$ cat config.mk
export PLATFORM = sky130hd
export DESIGN_NAME = kfet_top
export DESIGN_NICKNAME = d
export VERILOG_FILES = /design/src/kfet_pkg.sv /design/src/kfet_top.sv
export VERILOG_INCLUDE_DIRS = /design/src
export SDC_FILE = /design/constraint.sdc
export NUM_CORES = 2
export LEC_CHECK = 0
export BUFFER_PORTS_ARGS = -buffer_cell sky130_fd_sc_hd__buf_2
export CAP_MARGIN = 0
export CORE_MARGIN = 8
export CORE_UTILIZATION = 55
export DETAILED_ROUTE_END_ITERATION = 8
export GPL_ROUTABILITY_DRIVEN = 0
export PLACE_DENSITY_LB_ADDON = 0.2
export SLEW_MARGIN = 0
export SYNTH_ARGS = -nofsm -noshare
export SYNTH_HDL_FRONTEND = slang
export SYNTH_SLANG_ARGS = --single-unit
$ cat constraint.sdc
create_clock -name clk_i -period 16.2 [get_ports clk_i]
set_input_delay 1.62 -clock clk_i [delete_from_list [all_inputs] [get_ports clk_i]]
set_output_delay 1.62 -clock clk_i [all_outputs]
set_load 0.01 [all_outputs]
$ cat src/kfet_cfg.svh
`ifndef KFET_CFG_SVH
`define KFET_CFG_SVH
// Frequencies are in 10 Hz units
`define KFET_FREQ_MIN 22'h0003e8
`define KFET_FREQ_MAX 22'h2dc6bf
`define KFET_FREQ_RST 22'h16e360
`define KFET_STEP_SSB 22'h002710
`define KFET_STEP_SSB_FAST 22'h0186a0
`define KFET_STEP_AM 22'h0001f4
`define KFET_STEP_AM_FAST 22'h0003e8
// Knob rates per revolution
`define KFET_RATE_CW 22'h000078
`define KFET_RATE_SSB 22'h0001e0
`define KFET_RATE_AM 22'h000960
`define KFET_RATE_FAST 22'h0003c0
`define KFET_RATE_AM_FAST 22'h0012c0
`define KFET_RATE_SHIFT 22'h005dc0
// Band register defaults
`define KFET_NBANDS 9
`define KFET_BAND0 22'h02bf20
`define KFET_BAND1 22'h055730
`define KFET_BAND2 22'h0aae60
`define KFET_BAND3 22'h0f6950
`define KFET_BAND4 22'h155cc0
`define KFET_BAND5 22'h1b91d0
`define KFET_BAND6 22'h200b20
`define KFET_BAND7 22'h25faa8
`define KFET_BAND8 22'h2ab980
// Entry display
`define KFET_NDIG 7
`define KFET_DIG_BLANK 4'hf
`define KFET_DIG_NONE 4'he
`define KFET_DP_MASK 7'h24
`define KFET_UNITS_MIN 4'h3
// Filters: 0=6.0 1=2.4 2=1.8 3=0.5 4=0.25
`define KFET_FILT_SSB_MAX 3'h2
`define KFET_FILT_MAX 3'h4
// Register port
`define KFET_REG_FREQ 4'h0
`define KFET_REG_STATUS 4'h4
`define KFET_REG_CTRL 4'h8
`endif

$ cat src/kfet_pkg.sv
package kfet_pkg;
   typedef enum logic [3:0] {
      KC_DIGIT, KC_ENTER, KC_UP, KC_DOWN, KC_FAST, KC_SHIFT, KC_SWAP,
      KC_LSB, KC_USB, KC_CW, KC_AM, KC_FM, KC_TUNE, KC_BAND
   } kfet_kcode_t;
   typedef struct packed {
      logic valid;
      kfet_kcode_t code;
      logic [3:0] digit;
      logic [3:0] band;
   } kfet_key_t;
   typedef struct packed {
      logic step;
      logic up;
   } kfet_enc_t;
   typedef enum logic [2:0] {M_LSB, M_USB, M_CW, M_AM, M_FM, M_FSK} kfet_mode_t;
   typedef enum logic {E_IDLE, E_ENTRY} kfet_estate_t;
endpackage : kfet_pkg

$ cat src/kfet_top.sv
// Added by the designer: the register offsets and strobed register access.
`timescale 1ns/10ps
`default_nettype none
`include "kfet_cfg.svh"
// What this block does
// Entry key starts entry showing blanks
// Short entry closed, missing digits zero
// Seventh digit completes entry, 10 Hz
// First zero absorbed, second zero shown
// Multi-digit without zero means 3-29.999 MHz
// Decimal separators at fixed positions
// Sideband/CW/FSK steps 100 kHz or 1 MHz
// AM/FM steps 5 kHz or 10 kHz
// Normal knob rates 1.2/4.8/24 kHz
// Fast knob rates 9.6/48, shifted 240
// Band key moves band, again swaps registers
// Swap key changes active oscillator
// Mode key selects mode and indicator
// AM with sideband key gives AM transmit
// Shift then CW selects FSK, indicators off
// Modem drives low mark, open is space
// FSK receives lower sideband, all filters
// Tune keys transmitter until turned off
// Sideband allows only three widest filters; the code drops this limit during AM transmit
// Frequencies clamp to tuning range
module kfet_top #(
   parameter int ENC_PPR = 40
) (
   // Clock and reset
   input wire logic clk_i,
   input wire logic rst_i,
   // Operator controls
   input wire kfet_pkg::kfet_key_t key_i,
   input wire logic am_held_i,
   input wire kfet_pkg::kfet_enc_t enc_i,
   input wire logic fsk_pin_i,
   // Register port
   input wire logic [3:0] addr_i,
   input wire logic [31:0] wdata_i,
   input wire logic we_i,
   input wire logic re_i,
   output logic [31:0] rdata_o,
   // Synthesizer and mode controls
   output logic [21:0] freq_o,
   output logic vfo_sel_o,
   output kfet_pkg::kfet_mode_t mode_o,
   output logic am_tx_o,
   output logic lsb_demod_o,
   output logic [4:0] led_o,
   output logic [2:0] filter_o,
   output logic filter_bad_o,
   output logic key_down_o,
   output logic fsk_mark_o,
   // Entry display
   output logic entry_o,
   output logic [6:0][3:0] disp_o,
   output logic [6:0] dp_o
);
   // A count that does not divide the slowest rate would make knob steps uneven
   if (ENC_PPR < 1 || (`KFET_RATE_CW % ENC_PPR) != 0) begin : g_ppr_check
      $error("ENC_PPR must divide the slowest knob rate");
   end

   kfet_pkg::kfet_estate_t st_q;
   logic [6:0][3:0] slots_q, slots_n;
   logic [2:0] cnt_q, cnt_n;
   logic zabs_q, zabs_n, commit_c, stay_c;
   logic shift_q, fast_q, sfast_q, tune_q, active_q;
   logic [21:0] vfo_q [2];
   logic [21:0] band_a_q [`KFET_NBANDS];
   logic [21:0] band_b_q [`KFET_NBANDS];
   logic [3:0] band_q;
   logic band_ok_q;
   kfet_pkg::kfet_mode_t mode_q;
   logic am_tx_q;
   logic [2:0] ctrl_q;
   logic fsk_s1_q, fsk_s2_q;
   logic kv;
   logic [21:0] step_c, rate_c, entry_val_c;
   logic ssb_c;

   assign kv = key_i.valid;
   assign ssb_c = (mode_q == kfet_pkg::M_LSB) || (mode_q == kfet_pkg::M_USB);

   function automatic logic [21:0] entry_value(input logic [6:0][3:0] s, input logic units);
      logic [6:0][3:0] t;
      logic [23:0] acc;
      t = units ? {`KFET_DIG_BLANK, s[6:1]} : s;
      acc = 24'h000000;
      for (int i = 6; i >= 0; i--) begin
         acc = 24'(acc * 24'h00000a) + ((t[i] > 4'h9) ? 24'h000000 : {20'h00000, t[i]});
      end
      return acc[21:0];
   endfunction : entry_value

   function automatic logic [21:0] clamp(input logic signed [24:0] v);
      if (v < $signed({3'h0, `KFET_FREQ_MIN})) begin
         return `KFET_FREQ_MIN;
      end else if (v > $signed({3'h0, `KFET_FREQ_MAX})) begin
         return `KFET_FREQ_MAX;
      end
      return v[21:0];
   endfunction : clamp

   function automatic logic [21:0] band_dflt(input logic [3:0] b);
      case (b)
         4'h0: return `KFET_BAND0;
         4'h1: return `KFET_BAND1;
         4'h2: return `KFET_BAND2;
         4'h3: return `KFET_BAND3;
         4'h4: return `KFET_BAND4;
         4'h5: return `KFET_BAND5;
         4'h6: return `KFET_BAND6;
         4'h7: return `KFET_BAND7;
         default: return `KFET_BAND8;
      endcase
   endfunction : band_dflt

   // Digit entry sequencing
   always_comb begin
      slots_n = slots_q;
      cnt_n = cnt_q;
      zabs_n = zabs_q;
      commit_c = 1'b0;
      stay_c = 1'b0;
      if (kv && st_q == kfet_pkg::E_IDLE && key_i.code == kfet_pkg::KC_ENTER) begin
         slots_n = {7{`KFET_DIG_BLANK}};
         cnt_n = 3'h0;
         zabs_n = 1'b0;
         stay_c = 1'b1;
      end else if (kv && st_q == kfet_pkg::E_ENTRY) begin
         if (key_i.code == kfet_pkg::KC_DIGIT && key_i.digit <= 4'h9) begin
            if (cnt_q == 3'h0 && key_i.digit == 4'h0) begin
               zabs_n = 1'b1;
            end
            slots_n[3'h6 - cnt_q] = key_i.digit;
            cnt_n = cnt_q + 3'h1;
            commit_c = (cnt_q == 3'h6);
            stay_c = !commit_c;
         end else if (key_i.code == kfet_pkg::KC_ENTER) begin
            commit_c = (cnt_q != 3'h0);
         end
      end
   end

   // Leading 1 or 2 of a longer entry is the tens digit
   assign entry_val_c = entry_value(slots_n, !zabs_n && (cnt_n == 3'h1 || slots_n[6] >= `KFET_UNITS_MIN));

   always_ff @(posedge clk_i) begin
      if (rst_i) begin
         st_q <= kfet_pkg::E_IDLE;
         slots_q <= {7{`KFET_DIG_BLANK}};
         cnt_q <= 3'h0;
         zabs_q <= 1'b0;
      end else begin
         st_q <= stay_c ? kfet_pkg::E_ENTRY : (kv ? kfet_pkg::E_IDLE : st_q);
         slots_q <= slots_n;
         cnt_q <= cnt_n;
         zabs_q <= zabs_n;
      end
   end

   // Display: absorbed zero removes its position
   always_ff @(posedge clk_i) begin
      if (rst_i) begin
         disp_o <= {7{`KFET_DIG_BLANK}};
         entry_o <= 1'b0;
      end else begin
         disp_o <= slots_n;
         if (zabs_n) begin
            disp_o[6] <= `KFET_DIG_NONE;
         end
         entry_o <= stay_c || (st_q == kfet_pkg::E_ENTRY && !kv);
      end
   end
   assign dp_o = `KFET_DP_MASK;

   // Step sizes and knob rates
   always_comb begin
      if (mode_q == kfet_pkg::M_AM || mode_q == kfet_pkg::M_FM) begin
         step_c = fast_q ? `KFET_STEP_AM_FAST : `KFET_STEP_AM;
         rate_c = fast_q ? `KFET_RATE_AM_FAST : `KFET_RATE_AM;
      end else begin
         step_c = fast_q ? `KFET_STEP_SSB_FAST : `KFET_STEP_SSB;
         rate_c = fast_q ? `KFET_RATE_FAST : (ssb_c ? `KFET_RATE_SSB : `KFET_RATE_CW);
      end
      if (sfast_q) begin
         rate_c = `KFET_RATE_SHIFT;
      end
      rate_c = rate_c / 22'(ENC_PPR);
   end

   // Shift, fast and tune toggles
   always_ff @(posedge clk_i) begin
      if (rst_i) begin
         shift_q <= 1'b0;
         fast_q <= 1'b0;
         sfast_q <= 1'b0;
         tune_q <= 1'b0;
      end else if (kv && st_q == kfet_pkg::E_IDLE) begin
         shift_q <= (key_i.code == kfet_pkg::KC_SHIFT) && !shift_q;
         if (key_i.code == kfet_pkg::KC_FAST) begin
            if (shift_q) begin
               sfast_q <= !sfast_q;
            end else begin
               fast_q <= !fast_q;
            end
         end
         if (key_i.code == kfet_pkg::KC_TUNE) begin
            tune_q <= !tune_q;
         end
      end
   end

   always_ff @(posedge clk_i) begin
      if (rst_i) begin
         active_q <= 1'b0;
      end else if (kv && st_q == kfet_pkg::E_IDLE && key_i.code == kfet_pkg::KC_SWAP) begin
         active_q <= !active_q;
      end
   end

   // Active oscillator frequency and band registers
   always_ff @(posedge clk_i) begin
      if (rst_i) begin
         vfo_q[0] <= `KFET_FREQ_RST;
         vfo_q[1] <= `KFET_FREQ_RST;
         for (int i = 0; i < `KFET_NBANDS; i++) begin
            band_a_q[i] <= band_dflt(4'(i));
            band_b_q[i] <= band_dflt(4'(i));
         end
         band_q <= 4'h0;
         band_ok_q <= 1'b0;
      end else if (commit_c) begin
         vfo_q[active_q] <= clamp({3'h0, entry_val_c});
      end else if (enc_i.step && st_q == kfet_pkg::E_IDLE) begin
         vfo_q[active_q] <= clamp(enc_i.up ? $signed({3'h0, vfo_q[active_q]}) + $signed({3'h0, rate_c})
                                           : $signed({3'h0, vfo_q[active_q]}) - $signed({3'h0, rate_c}));
      end else if (kv && st_q == kfet_pkg::E_IDLE) begin
         case (key_i.code)
            kfet_pkg::KC_UP: vfo_q[active_q] <= clamp($signed({3'h0, vfo_q[active_q]}) + $signed({3'h0, step_c}));
            kfet_pkg::KC_DOWN: vfo_q[active_q] <= clamp($signed({3'h0, vfo_q[active_q]}) - $signed({3'h0, step_c}));
            kfet_pkg::KC_BAND: begin
               if (key_i.band < 4'(`KFET_NBANDS)) begin
                  if (band_ok_q && key_i.band == band_q) begin
                     vfo_q[active_q] <= band_b_q[band_q];
                     band_b_q[band_q] <= vfo_q[active_q];
                  end else begin
                     if (band_ok_q) begin
                        band_a_q[band_q] <= vfo_q[active_q];
                     end
                     vfo_q[active_q] <= band_a_q[key_i.band];
                     band_q <= key_i.band;
                     band_ok_q <= 1'b1;
                  end
               end
            end
            default: begin
            end
         endcase
      end
   end

   // Mode selection
   always_ff @(posedge clk_i) begin
      if (rst_i) begin
         mode_q <= kfet_pkg::M_USB;
         am_tx_q <= 1'b0;
      end else if (kv && st_q == kfet_pkg::E_IDLE) begin
         case (key_i.code)
            kfet_pkg::KC_LSB: begin
               mode_q <= kfet_pkg::M_LSB;
               am_tx_q <= am_held_i;
            end
            kfet_pkg::KC_USB: begin
               mode_q <= kfet_pkg::M_USB;
               am_tx_q <= am_held_i;
            end
            kfet_pkg::KC_CW: begin
               mode_q <= shift_q ? kfet_pkg::M_FSK : kfet_pkg::M_CW;
               am_tx_q <= 1'b0;
            end
            kfet_pkg::KC_AM: begin
               mode_q <= kfet_pkg::M_AM;
               am_tx_q <= 1'b0;
            end
            kfet_pkg::KC_FM: begin
               mode_q <= kfet_pkg::M_FM;
               am_tx_q <= 1'b0;
            end
            kfet_pkg::KC_TUNE: begin
               if (!tune_q) begin
                  mode_q <= kfet_pkg::M_CW;
                  am_tx_q <= 1'b0;
               end
            end
            default: begin
            end
         endcase
      end
   end

   // Indicators: usb, lsb, cw, am, fm; all dark in FSK
   always_ff @(posedge clk_i) begin
      if (rst_i) begin
         led_o <= 5'h00;
         lsb_demod_o <= 1'b0;
      end else begin
         led_o <= {mode_q == kfet_pkg::M_USB, mode_q == kfet_pkg::M_LSB, mode_q == kfet_pkg::M_CW,
                   mode_q == kfet_pkg::M_AM || (am_tx_q && ssb_c), mode_q == kfet_pkg::M_FM};
         lsb_demod_o <= (mode_q == kfet_pkg::M_LSB) || (mode_q == kfet_pkg::M_FSK);
      end
   end

   // Filter choice; sideband receive without AM transmit cannot use the narrow filters
   always_ff @(posedge clk_i) begin
      if (rst_i) begin
         filter_o <= 3'h0;
         filter_bad_o <= 1'b0;
      end else begin
         filter_bad_o <= ssb_c && !am_tx_q && ctrl_q > `KFET_FILT_SSB_MAX;
         if (ssb_c && !am_tx_q && ctrl_q > `KFET_FILT_SSB_MAX) begin
            filter_o <= `KFET_FILT_SSB_MAX;
         end else begin
            filter_o <= ctrl_q;
         end
      end
   end

   // Keying line is asynchronous; open pin reads space via pull-up
   always_ff @(posedge clk_i) begin
      if (rst_i) begin
         fsk_s1_q <= 1'b1;
         fsk_s2_q <= 1'b1;
         fsk_mark_o <= 1'b0;
         key_down_o <= 1'b0;
      end else begin
         fsk_s1_q <= fsk_pin_i;
         fsk_s2_q <= fsk_s1_q;
         fsk_mark_o <= (mode_q == kfet_pkg::M_FSK) && !fsk_s2_q;
         key_down_o <= tune_q;
      end
   end

   // Register port
   always_ff @(posedge clk_i) begin
      if (rst_i) begin
         ctrl_q <= 3'h0;
         rdata_o <= 32'h00000000;
      end else begin
         if (we_i && addr_i == `KFET_REG_CTRL) begin
            ctrl_q <= (wdata_i[2:0] > `KFET_FILT_MAX) ? `KFET_FILT_MAX : wdata_i[2:0];
         end
         rdata_o <= 32'h00000000;
         if (re_i) begin
            case (addr_i)
               `KFET_REG_FREQ: rdata_o <= {10'h000, vfo_q[active_q]};
               `KFET_REG_STATUS: rdata_o <= {22'h000000, filter_bad_o, st_q == kfet_pkg::E_ENTRY, tune_q,
                                             sfast_q, fast_q, active_q, am_tx_q, mode_q};
               `KFET_REG_CTRL: rdata_o <= {29'h00000000, ctrl_q};
               default: rdata_o <= 32'h00000000;
            endcase
         end
      end
   end

   assign freq_o = vfo_q[active_q];
   assign vfo_sel_o = active_q;
   assign mode_o = mode_q;
   assign am_tx_o = am_tx_q;
endmodule : kfet_top
`default_nettype wire

==> results.toml <==
[run_status]
outcome = "finished clean"

[cts]
h-tree-depth = 3
cts.root.buffer_cell = "clkbuf_16"
cts_tree = "yes"
numCtsBuffers = 88
clk_pin_slew_ps = 60
holdBufCountCts = 0
clock_latency_ps = 660
cts.sinks = 844
cts_buffer_depth = 3

[worst_hold_path]
hold_depth = 1
worstHoldPathType = "reg -> reg"

[global_routing]
first_global_vias = 34000
grt_pass1_wl_mm = 204
grt_use_total = 0.273
gr-total-overflow = 0
antenna_found_initial = 6
grt_start_max_net_pins = 57

[sta]
finalCriticalPeriod_ps = 15250
tightestPinTransition_ps = 1200
fmax_mhz = 65.6
slew-limit-headroom = 0.200
min_period_over_period = 0.941
setup_viol = 0
hold_viol_final = 0
skew_ps = 28.7
setup_slack_ps = 949
drv_slew = 0

[setup_path]
arrival_ps = 15590
crit_path_end_kind = "flop"
crit_required_ps = 16540
critical_path.endpoint = "vfo_q[1][6]"
timing.rr.end = "vfo_q[1][6]"
cpPeakStageDelay_ps = 440
reg2reg_from = "cnt_q[0]"
crit_path_top_delay_cell = "fa_1"
crit_start = "key_i[9]"
crit_top_cell = "ha_1"
start_kind = "input port"
cp_max_fo = 8
crit_type = "in -> reg"
reg2reg_depth = 63
r2r_setup_slack_ps = 1490

[synthesis]
synth_top_area_frac = 0.470
synth-edff-count = 748
synth_cell_types = 126
netlist_top_cells_area = "edfxtp_1 47%, mux4_2 8.6%, ha_1 5.5%, nor2_1 4.0%, dfxtp_1 4.0%"
netlist_area_sq_um = 47700
synth_top_area_cell = "edfxtp_1"
ys_warn_count = 0
async_reset_ff_frac = 0
synth_flop_cell = "edfxtp_1"
syn_area_per_cell_sq_um = 11.7
ys_seq_area_frac = 0.511
synth-seq-cells = 844
netlist_instances = 4075

[routing]
antenna_left = 0
drt_wl_total_mm = 136
firstDrtPassIters = 8
wl_per_cell_um = 24.4
vias = 34900
drc_errors = 0
avgViaCountPerCell = 6.28
dr.first_iter.drc_count = 3692

[final_layout]
post-route-util = 0.621
stdcell_area_sq_um = 53600
mostFrequentLayoutCell = "edfxtp_1"
final_cell_mix = "748 x edfxtp_1, 508 x nor2_1, 401 x nand2_1, 210 x ha_1, 183 x mux4_2"
nets = 4622
drive_gt1_frac = 0.169
diodes = 0
syn_to_final_growth_pct = 12.2
nFillCells = 6849

[pwr]
p_per_area_nw_per_um2 = 106
ir_drop_uv = 93.7
p_leak_nw = 19.6

[die]
die_w_um = 311
start_util = 0.553
core-area_sq_um = 86300
io-pin-count = 164
rows = 108
die_y_um = 311
die_area_sq_um = 96500

[job]
maxCapViolCount = 0

[place]
placed_area_sq_um = 50500
place_ws_ps = -257
hpwlAfterDp_mm = 94.8
io_buffers = 117
registers in the layout (all words and copies together), names as in the netlist, 3 cells and up, named ones only:
register	cells
band_a_q	352
band_b_q	352
band_q	4
cnt_q	3
ctrl_q	3
disp_o	28
filter_o	3
led_o	5
mode_o	3
rdata_o	22
slots_q	4
vfo_q	44
per-layer routing:
metal / wire length [um] / vias to the layer above / global-route usage
li1: - / 15600 / -
met1: 51300 / 16900 / 0.356
met2: 61000 / 1955 / 0.429
met3: 16500 / 422 / 0.0706
met4: 7220 / 2 / 0.121
met5: 13 / - / 0
critical path, delay by kind of cell:
family	cells	cell delay (ps)
AO/OA/AOI/OAI	14	3030
XOR/XNOR	13	2740
adder cells (fa/ha/maj)	13	3770
buffers and inverters	7	1040
multiplexers	1	250
AND/OR/NAND/NOR	17	3100
cell families after synthesis:
group                      count (synthesis)  synth area share
buffers and inverters                    389            0.0366
other                                      2          0.000157
DFF                                      844             0.511
and+or+nand+nor                         1441             0.143
AOI/OAI and AO/OA                        701             0.104
muxes                                    299             0.112
adders and majority gates                225            0.0613
xor gates and xnor gates                 174            0.0334
power by group:
group	total (mW)	internal [mW]	switching, mW
Clock	2.05	1.19	0.867
Combinational	1.12	0.379	0.745
Sequential	2.50	2.47	0.0260
Total	5.68	4.04	1.64
how the worst min path moves through the flow:
stage | from | to | slack, ps
after floorplan | fsk_s2_q | fsk_mark_o | 370
after global placement | fsk_s1_q | fsk_s2_q | 390
after detailed placement | fsk_s2_q | fsk_mark_o | 400
after CTS | fsk_s2_q | fsk_mark_o | 410
after global routing | fsk_s2_q | fsk_mark_o | 430
final | fsk_s2_q | fsk_mark_o | 410
per-stage QoR:
stage / instances / hold WS, ps / power [mW] / TNS, ps
final: 5568 / 407 / 5.68 / 0
after global routing: 5568 / 433 / 5.84 / -15.1
after CTS: 5567 / 412 / 5.65 / 0
after detailed placement: 5404 / 398 / 3.61 / -1210
after global placement: 5404 / 392 / 3.60 / -249
after floorplan: 4250 / 373 / 3.24 / 0
final cells by class:
type                            count  area, sq um  share of cell area
Multi-Input combinational cell   3017        22600               0.422
Inverter                          125          469             0.00876
Clock buffer                      112         2410              0.0449
Tap cell                         1155         1450              0.0270
Sequential cell                   844        24400               0.455
Clock inverter                     51          546              0.0102
Timing Repair Buffer              264         1700              0.0317
synthesized netlist by cell type (9+ instances only):
library cell  count
a2111oi_0         9
ha_1            210
nor4_1           26
nand3_1          81
fa_1             15
or4_1             9
buf_4            43
buf_2            17
o21ai_0         107
nand2b_1         50
nor3_1           87
clkbuf_1        168
buf_1            24
a21oi_1         146
nor2_1          515
a31oi_1          31
and2_1           20
a221oi_1         38
nand2_1         401
a21boi_0          9
o22ai_1          16
mux4_2          183
edfxtp_1        748
or3_1            26
inv_1           120
a211o_1          17
nor2b_1          49
o31ai_1          19
nor3b_1          21
o21a_1           23
dfxtp_1          96
mux2i_1         108
nand4_1          26
xnor2_1         118
a211oi_1         59
or2_2            38
xor2_1           49
and3_1           21
o211a_1           9
o211ai_1         28
a21o_1           40
o21bai_1         16
repair_timing:
item | 4_1_cts | 5_1_grt
setup endpoints to repair | 0 | 44
resized for setup | 0 | 22
setup buffers | 0 | 1
Note: power is estimated with default switching activity, not from simulation.
